===== config.mk =====
export PLATFORM = sky130hd
export DESIGN_NAME = led_mode_ctrl
export DESIGN_NICKNAME = d
export VERILOG_FILES = /design/src/pin_sync3.v /design/src/irq_holdoff.v /design/src/led_mode_ctrl.v
export VERILOG_INCLUDE_DIRS = /design/src
export SDC_FILE = /design/constraint.sdc
export NUM_CORES = 1
export LEC_CHECK = 0
export BUFFER_PORTS_ARGS = -buffer_cell sky130_fd_sc_hd__buf_4
export CORE_UTILIZATION = 50
export DETAILED_ROUTE_END_ITERATION = 12
export PLACE_DENSITY = 0.73
export SLEW_MARGIN = 20
export SYNTH_ARGS = -nofsm -noshare
export SYNTH_HDL_FRONTEND = slang
export SYNTH_SLANG_ARGS = --single-unit
export TNS_END_PERCENT = 20

===== constraint.sdc =====
create_clock -name clock -period 2.7 [get_ports clock]
set_input_delay 0.135 -clock clock [delete_from_list [all_inputs] [get_ports clock]]
set_output_delay 0.135 -clock clock [all_outputs]
set_load 0.05 [all_outputs]

===== src/led_mode_defs.vh =====
// Constants of the LED driver mode-control and event-flag block.
// Assumes inclusion by bare name from the block's design files.
`ifndef LED_MODE_DEFS_VH
`define LED_MODE_DEFS_VH

// --------------------------------------------------------------
// Register offsets
// --------------------------------------------------------------
`define OFS_MODE_CONTROL 8'h01
`define OFS_EVENT_FLAGS  8'h02
`define OFS_IRQ_ENABLE   8'h03
`define OFS_CONFIG       8'h04
`define OFS_SINK_ENABLE  8'h10
`define OFS_CMP_CONFIG   8'h1b

// --------------------------------------------------------------
// Mode control fields
// --------------------------------------------------------------
`define MC_RETRIG        6
`define MC_ACTIVE        5
`define MC_DIM           4
`define MC_GDWN_BLOCK    3
`define MC_SYNC_SINK     2
`define MC_AUTO          1
`define MC_BL_ON         0
`define MC_MASK          8'h7f

// --------------------------------------------------------------
// Event flag fields
// --------------------------------------------------------------
`define EF_SHORT         4
`define EF_OVERTEMP      3
`define EF_OVERVOLT      2
`define EF_SENSOR2       1
`define EF_SENSOR1       0
`define EF_MASK          8'h1f
`define IE_MASK          8'h1f

// --------------------------------------------------------------
// Config and comparator fields
// --------------------------------------------------------------
`define CF_LEVEL_HI      4
`define CF_LEVEL_LO      3
`define CF_MASK          8'h7f
`define LVL_DAYLIGHT     2'h0
`define LVL_OFFICE       2'h1
`define LVL_DARK         2'h2
`define SINK_MASK        8'h7f
`define CC_OFFICE_ON     0
`define CC_DARK_ON       1
`define CC_OFFICE_OUT    2
`define CC_DARK_OUT      3
`define CC_WR_MASK       8'hf3

// --------------------------------------------------------------
// Reset values and timing
// --------------------------------------------------------------
`define RST_BYTE         8'h00
`define RETRIG_TIME_US   50
`define CLOCK_MHZ        25
`define RETRIG_CYCLES    (`RETRIG_TIME_US * `CLOCK_MHZ)

`endif


===== src/pin_sync3.v =====
// Three-stage synchroniser for a pin input.
// Assumes the pin is asynchronous to clock; output moves once stages two and three agree.
module pin_sync3 (
	input  wire clock,
	input  wire rst,
	input  wire pin,
	output reg  level_r
);

	reg s1_r;
	reg s2_r;
	reg s3_r;

	// --------------------------------------------------------------
	// Sampling chain
	// --------------------------------------------------------------
	always @(posedge clock) begin
		if (rst) begin
			s1_r    <= 1'b0;
			s2_r    <= 1'b0;
			s3_r    <= 1'b0;
			level_r <= 1'b0;
		end else begin
			s1_r <= pin;
			s2_r <= s1_r;
			s3_r <= s2_r;
			if (s2_r == s3_r) begin
				level_r <= s3_r;
			end
		end
	end

endmodule


===== src/irq_holdoff.v =====
// Release timer of the host interrupt line.
// Assumes start is a one-cycle pulse on the block's clock.
`include "led_mode_defs.vh"

module irq_holdoff #(
	parameter CYCLES = `RETRIG_CYCLES
) (
	input  wire clock,
	input  wire rst,
	input  wire start,
	output wire busy
);

	reg [11:0] count_r;

	// --------------------------------------------------------------
	// Down counter
	// --------------------------------------------------------------
	always @(posedge clock) begin
		if (rst) begin
			count_r <= 12'h000;
		end else if (start) begin
			count_r <= CYCLES[11:0];
		end else if (count_r != 12'h000) begin
			count_r <= count_r - 12'h001;
		end
	end

	assign busy = (count_r != 12'h000);

endmodule


===== src/led_mode_ctrl.v =====
// Mode control and event flags of a charge-pump LED backlight driver.
// Assumes a one-cycle register port on clock; fault and comparator pins are asynchronous.
//
// Implementation choice: the address-and-strobe port.
`include "led_mode_defs.vh"

module led_mode_ctrl #(
	parameter RETRIG = `RETRIG_CYCLES
) (
	input  wire       clock,
	input  wire       rst,
	input  wire [7:0] addr,
	input  wire [7:0] wdata,
	input  wire       wr,
	input  wire       rd,
	output reg  [7:0] rdata_r,
	input  wire       short_detect,
	input  wire       overtemp_detect,
	input  wire       overvolt_detect,
	input  wire       sensor1_input,
	input  wire       sensor2_input,
	input  wire       office_level_cmp_out,
	input  wire       dark_level_cmp_out,
	input  wire       dim_timeout,
	input  wire       leds_all_off,
	output reg        active_not_standby,
	output reg        backlight_run,
	output reg        dim_run,
	output reg        pump_gain_down_ok,
	output reg        sync_sink_group_on,
	output reg  [1:0] brightness_level,
	output wire       host_irq_o,
	output reg        host_irq_oe
);

	// --------------------------------------------------------------
	// Level choice from comparator outputs
	// --------------------------------------------------------------
	function [1:0] level_pick;
		input office_on;
		input dark_on;
		input office_out;
		input dark_out;
		begin
			if (dark_on && dark_out) begin
				level_pick = `LVL_DARK;
			end else if (office_on && office_out) begin
				level_pick = `LVL_OFFICE;
			end else begin
				level_pick = `LVL_DAYLIGHT;
			end
		end
	endfunction

	// --------------------------------------------------------------
	// Write decode
	// --------------------------------------------------------------
	function wr_hit;
		input       strobe;
		input [7:0] a;
		input [7:0] ofs;
		begin
			wr_hit = strobe && (a == ofs);
		end
	endfunction

	// --------------------------------------------------------------
	// Storage
	// --------------------------------------------------------------
	reg  [7:0] mode_r;
	reg  [7:0] flags_r;
	reg  [7:0] flags_nxt;
	reg  [7:0] ien_r;
	reg  [7:0] config_r;
	reg  [7:0] sink_r;
	reg  [7:0] cmp_cfg_r;
	reg        sen1_prev_r;
	reg        sen2_prev_r;
	reg  [7:0] rd_nxt;
	reg  [7:0] set_vec;
	reg        clear_pulse_r;
	reg        holdoff_start;
	reg        active_nxt;
	reg        run_nxt;
	reg        dim_nxt;
	reg        gain_ok_nxt;
	reg        sync_nxt;
	reg  [1:0] level_nxt;

	wire       short_s;
	wire       overtemp_s;
	wire       overvolt_s;
	wire       sen1_s;
	wire       sen2_s;
	wire       office_s;
	wire       dark_s;
	wire       holdoff_busy;
	wire       wr_mode;
	wire       wr_flags;
	wire       wr_ien;
	wire       wr_config;
	wire       wr_sink;
	wire       wr_cmp;
	wire       pending;
	wire       auto_live;
	wire [1:0] auto_level;

	// --------------------------------------------------------------
	// Pin synchronisers
	// --------------------------------------------------------------
	pin_sync3 u_sync_short (
		.clock   (clock),
		.rst     (rst),
		.pin     (short_detect),
		.level_r (short_s)
	);

	pin_sync3 u_sync_temp (
		.clock   (clock),
		.rst     (rst),
		.pin     (overtemp_detect),
		.level_r (overtemp_s)
	);

	pin_sync3 u_sync_volt (
		.clock   (clock),
		.rst     (rst),
		.pin     (overvolt_detect),
		.level_r (overvolt_s)
	);

	pin_sync3 u_sync_sen1 (
		.clock   (clock),
		.rst     (rst),
		.pin     (sensor1_input),
		.level_r (sen1_s)
	);

	pin_sync3 u_sync_sen2 (
		.clock   (clock),
		.rst     (rst),
		.pin     (sensor2_input),
		.level_r (sen2_s)
	);

	pin_sync3 u_sync_office (
		.clock   (clock),
		.rst     (rst),
		.pin     (office_level_cmp_out),
		.level_r (office_s)
	);

	pin_sync3 u_sync_dark (
		.clock   (clock),
		.rst     (rst),
		.pin     (dark_level_cmp_out),
		.level_r (dark_s)
	);

	// --------------------------------------------------------------
	// Decode
	// --------------------------------------------------------------
	assign wr_mode   = wr_hit(wr, addr, `OFS_MODE_CONTROL);
	assign wr_flags  = wr_hit(wr, addr, `OFS_EVENT_FLAGS);
	assign wr_ien    = wr_hit(wr, addr, `OFS_IRQ_ENABLE);
	assign wr_config = wr_hit(wr, addr, `OFS_CONFIG);
	assign wr_sink   = wr_hit(wr, addr, `OFS_SINK_ENABLE);
	assign wr_cmp    = wr_hit(wr, addr, `OFS_CMP_CONFIG);

	// Automatic following needs at least one comparator enabled
	assign auto_live  = mode_r[`MC_AUTO] &&
		(cmp_cfg_r[`CC_OFFICE_ON] || cmp_cfg_r[`CC_DARK_ON]);
	assign auto_level = level_pick(cmp_cfg_r[`CC_OFFICE_ON], cmp_cfg_r[`CC_DARK_ON],
		office_s, dark_s);

	// --------------------------------------------------------------
	// Event sources
	// --------------------------------------------------------------
	always @* begin
		set_vec = 8'h00;
		set_vec[`EF_SHORT]    = short_s;
		set_vec[`EF_OVERTEMP] = overtemp_s;
		set_vec[`EF_OVERVOLT] = overvolt_s;
		set_vec[`EF_SENSOR2]  = sen2_s ^ sen2_prev_r;
		set_vec[`EF_SENSOR1]  = sen1_s ^ sen1_prev_r;
	end

	// Write one clears, set wins over a clear in the same cycle
	always @* begin
		flags_nxt = flags_r;
		if (wr_flags) begin
			flags_nxt = flags_r & ~wdata;
		end
		flags_nxt = (flags_nxt | set_vec) & `EF_MASK;
	end

	// --------------------------------------------------------------
	// Register writes
	// --------------------------------------------------------------
	always @(posedge clock) begin
		if (rst) begin
			mode_r      <= `RST_BYTE;
			flags_r     <= `RST_BYTE;
			ien_r       <= `RST_BYTE;
			config_r    <= `RST_BYTE;
			sink_r      <= `RST_BYTE;
			cmp_cfg_r   <= `RST_BYTE;
			sen1_prev_r <= 1'b0;
			sen2_prev_r <= 1'b0;
		end else begin
			sen1_prev_r <= sen1_s;
			sen2_prev_r <= sen2_s;
			flags_r     <= flags_nxt;
			if (wr_mode) begin
				mode_r <= wdata & `MC_MASK;
			end
			if (dim_timeout) begin
				mode_r[`MC_DIM] <= 1'b1;
			end
			if (wr_ien) begin
				ien_r <= wdata & `IE_MASK;
			end
			if (wr_config) begin
				config_r <= wdata & `CF_MASK;
			end
			if (auto_live) begin
				config_r[`CF_LEVEL_HI:`CF_LEVEL_LO] <= auto_level;
			end
			if (wr_sink) begin
				sink_r <= wdata & `SINK_MASK;
			end
			if (wr_cmp) begin
				cmp_cfg_r <= wdata & `CC_WR_MASK;
			end
		end
	end

	// --------------------------------------------------------------
	// Read port
	// --------------------------------------------------------------
	always @* begin
		case (addr)
		`OFS_MODE_CONTROL: begin
			rd_nxt = mode_r;
		end
		`OFS_EVENT_FLAGS: begin
			rd_nxt = flags_r;
		end
		`OFS_IRQ_ENABLE: begin
			rd_nxt = ien_r;
		end
		`OFS_CONFIG: begin
			rd_nxt = config_r;
		end
		`OFS_SINK_ENABLE: begin
			rd_nxt = sink_r;
		end
		`OFS_CMP_CONFIG: begin
			rd_nxt = cmp_cfg_r;
			rd_nxt[`CC_OFFICE_OUT] = office_s;
			rd_nxt[`CC_DARK_OUT]   = dark_s;
		end
		default: begin
			rd_nxt = 8'h00;
		end
		endcase
	end

	// Reading has no side effect on the flags
	always @(posedge clock) begin
		if (rst) begin
			rdata_r <= 8'h00;
		end else if (rd) begin
			rdata_r <= rd_nxt;
		end else begin
			rdata_r <= 8'h00;
		end
	end

	// --------------------------------------------------------------
	// Host interrupt line
	// --------------------------------------------------------------
	assign pending = |(flags_r & ien_r);

	always @(posedge clock) begin
		if (rst) begin
			clear_pulse_r <= 1'b0;
		end else begin
			clear_pulse_r <= wr_flags && (|(wdata & `EF_MASK));
		end
	end

	// Timer starts only for a clear that leaves enabled events pending
	always @* begin
		holdoff_start = clear_pulse_r && pending && mode_r[`MC_RETRIG];
	end

	irq_holdoff #(
		.CYCLES (RETRIG)
	) u_holdoff (
		.clock (clock),
		.rst   (rst),
		.start (holdoff_start),
		.busy  (holdoff_busy)
	);

	assign host_irq_o = 1'b0;

	always @(posedge clock) begin
		if (rst) begin
			host_irq_oe <= 1'b0;
		end else begin
			host_irq_oe <= pending && !holdoff_busy && !holdoff_start;
		end
	end

	// --------------------------------------------------------------
	// Operating outputs
	// --------------------------------------------------------------
	always @* begin
		active_nxt  = mode_r[`MC_ACTIVE];
		run_nxt     = mode_r[`MC_ACTIVE] && mode_r[`MC_BL_ON];
		dim_nxt     = run_nxt && mode_r[`MC_DIM];
		gain_ok_nxt = !mode_r[`MC_GDWN_BLOCK] || leds_all_off;
		sync_nxt    = mode_r[`MC_ACTIVE] && mode_r[`MC_SYNC_SINK] &&
			(sink_r == 8'h00);
		level_nxt   = config_r[`CF_LEVEL_HI:`CF_LEVEL_LO];
	end

	always @(posedge clock) begin
		if (rst) begin
			active_not_standby <= 1'b0;
			backlight_run      <= 1'b0;
			dim_run            <= 1'b0;
			pump_gain_down_ok  <= 1'b1;
			sync_sink_group_on <= 1'b0;
			brightness_level   <= `LVL_DAYLIGHT;
		end else begin
			active_not_standby <= active_nxt;
			backlight_run      <= run_nxt;
			dim_run            <= dim_nxt;
			pump_gain_down_ok  <= gain_ok_nxt;
			sync_sink_group_on <= sync_nxt;
			brightness_level   <= level_nxt;
		end
	end

endmodule


==> results.toml <==
[global_route]
grt_pass1_vias = 2710
grt_usage = 0.215
grt_max_degree = 59
grt_pass1_wl_um = 12900
antenna_found_initial = 0
grt.overflow.total = 0

[worst_setup_path]
path_max_fanout = 5
path_class = "register to register"
slowest_stage = "or3b_2"
path_cells = "inv_1 > ha_1 > or3b_2 > or4_1 > a31oi_1"
required_ns = 2.99
worst_setup_path_end_kind = "register"
cp-start-kind = "register"
cp_num_buf_inv = 1
slowest_delay_ns = 0.50
cp_top_family = "simple AND/OR/NAND/NOR gates"
critPathArrivalTime_ns = 2.10

[timing]
setup_ws_ns = 0.886
drv_slew = 0
setup_violations = 0
finalSetupTns_ns = 0
rsz0062_at_grt = "false"
min_period_ns = 1.81
final.period_utilization = 0.672
worst_slew_pin_slew_ns = 0.765
finalHoldViolCount = 0
relSlewSlack = 0.485
max_freq_mhz = 551
clock-skew-final_ns = 0.0124

[power]
p_clk_frac = 0.300
switching_share = 0.284
p_switching_mw = 0.906
vdd_drop_max_uv = 357
p_leak_nw = 1.89
power.total_mw = 3.19
powerDensity_mw_per_mm2 = 716
p_int_mw = 2.28
combPwrFrac = 0.198
pwr-share-seq = 0.502

[die]
dieArea_mm2 = 0.00793
coreArea_mm2 = 0.00729
fp.dieH_um = 89.1
start_util = 0.520
die_w_um = 89.1
rows = 31
io_pins = 46

[placement]
hpwl_um = 5400
placed_cells = 518
place.gp.congestion = 0.910
post-place-ws_ns = 0.937
io_buffers = 44

[layout]
layout-drive-gt1-share = 0.175
fillCellCount = 635
stdcell_count = 540
fin_nets = 467
diodes = 0
area_growth_pct = 17.4

[detailed_routing]
vias = 2985
via_per_inst = 5.53
drt-total-wl_um = 7840
firstDrtPassIters = 7
drc = 0
wl_per_cell_um = 14.5
antenna_left = 0
drt_iter0_drc = 213

[synth]
synth.top_cells.by_area = "dfxtp_1, mux2i_1, nor2b_1, nor2_1, a21oi_1"
yosysMostFrequentCell = "dfxtp_1"
synth_cells = 390
synth_area_mm2 = 0.00379
synthTopCellsByCount = "dfxtp_1, nor2_1, nor2b_1"
yosys_warnings = 0
synth_cell_types = 51
async_flop_share = 0
ys_seq_elements = 96
syn-num-nets = 421
synth_ff_type = "dfxtp_1"
yosys.area.top_type_share = 0.507
synth-seq-area-share = 0.507
synth_top_area_cell = "dfxtp_1"
synth_area_per_cell_um2 = 9.72
synth_edf_count = 0

[outcome]
status = "complete, no violations"

[cts]
clkLatencyLatePin_ns = 0.36
cts_made_buffers = 9
cts_tree = "done"
h-tree-depth = 3
cts_max_path_buffers = 2
cts.root.buffer_cell = "clkbuf_8"
cts-resized-gates = 0
clk_pin_slew_ns = 0.10
cts_sinks = 96

[flow_run]
max-cap-violations = 0

[hold_path]
min_path_type = "input port to register"
-- cells in the final DEF, fill, tap and decap left out, types with 7 or more instances in the layout --
cell type  count
dfxtp_1       96
nand3_1        7
o21ai_0       14
mux2i_1       27
nor2_1        40
buf_4         47
nor2b_1       31
clkbuf_8      11
a22o_1        10
nand2_1       22
a21oi_1       24
nor3_1         7
-- layout make-up --
class	instances	area (µm²)	share of cell area
sequential	96	1920	0.432
multi-input combinational	270	1760	0.396
timing repair buffer	53	413	0.0928
clock buffer	12	155	0.0349
tap	99	124	0.0278
clock inverter	4	51.3	0.0115
inverter	6	22.5	0.00506
-- cell families after synthesis --
logic type / after synthesis / synth area share
multiplexers: 33 / 0.0891
XOR/XNOR: 6 / 0.0139
buffers and inverters: 24 / 0.0277
AO/OA/AOI/OAI: 75 / 0.130
adder cells (fa/ha/maj): 2 / 0.00660
flip-flops: 96 / 0.507
AND/OR/NAND/NOR: 153 / 0.224
other: 1 / 0.000989
-- sequential cells by signal, indices dropped and copies added (netlist names), 2 cells and up --
name / cells
cmp_cfg_r: 6
u_holdoff.count_r: 12
sink_r: 7
flags_r: 5
rdata_r: 8
brightness_level: 2
mode_r: 7
ien_r: 5
config_r: 7
-- metrics by stage --
step           utilization  instance area (µm²)  hold WS [ns]
3_3_place_gp         0.574                 4180         0.326
4_1_cts              0.609                 4440       0.00225
3_5_place_dp         0.574                 4180         0.331
5_1_grt              0.610                 4450        0.0154
2_1_floorplan            -                 3790         0.234
6_report             0.610                 4450       0.00928
-- power groups by stage --
stage | sequential [mW] | clock (mW) | combinational, mW
global route | 1.61 | 1.05 | 0.702
global placement | 1.63 | 0 | 0.595
finish | 1.60 | 0.955 | 0.632
floorplan | 1.61 | 0 | 0.503
CTS | 1.60 | 0.977 | 0.627
detailed placement | 1.63 | 0 | 0.614
-- per-layer routing --
metal,track usage,routed length [µm],vias up
met5,0,0,-
met4,0.0938,106,0
met3,0.0471,468,10
met2,0.322,3410,103
met1,0.301,3850,1381
li1,-,-,1491
-- final timing paths --
| check | depth (start not counted) | start | endpoint | slack, ns |
|---|---|---|---|---|
| max reg2reg | 5 | u_holdoff.count_r[0] | u_holdoff.count_r[6] | 0.89 |
| min reg2reg | 1 | mode_r[3] | pump_gain_down_ok | 0.43 |
| max | 5 | u_holdoff.count_r[0] | u_holdoff.count_r[6] | 0.89 |
| min | 2 | office_level_cmp_out | u_sync_office.s1_r | 0.009 |
-- timing repair --
item / in CTS / in global routing
hold endpoints to repair: 5 / 1
endpoints found under the setup margin: 0 / 0
hold buffers: 5 / 1
setup buffers: 0 / 0
-- worst register-to-register path: cells and delay by family (launching register included) --
family / cells / cell delay (ns)
compound gates: 1 / 0.16
fa+ha+maj: 1 / 0.24
buf+inv: 1 / 0.13
flops: 1 / 0.32
simple gates: 2 / 0.91
Note: power is estimated with default switching activity, not from simulation.
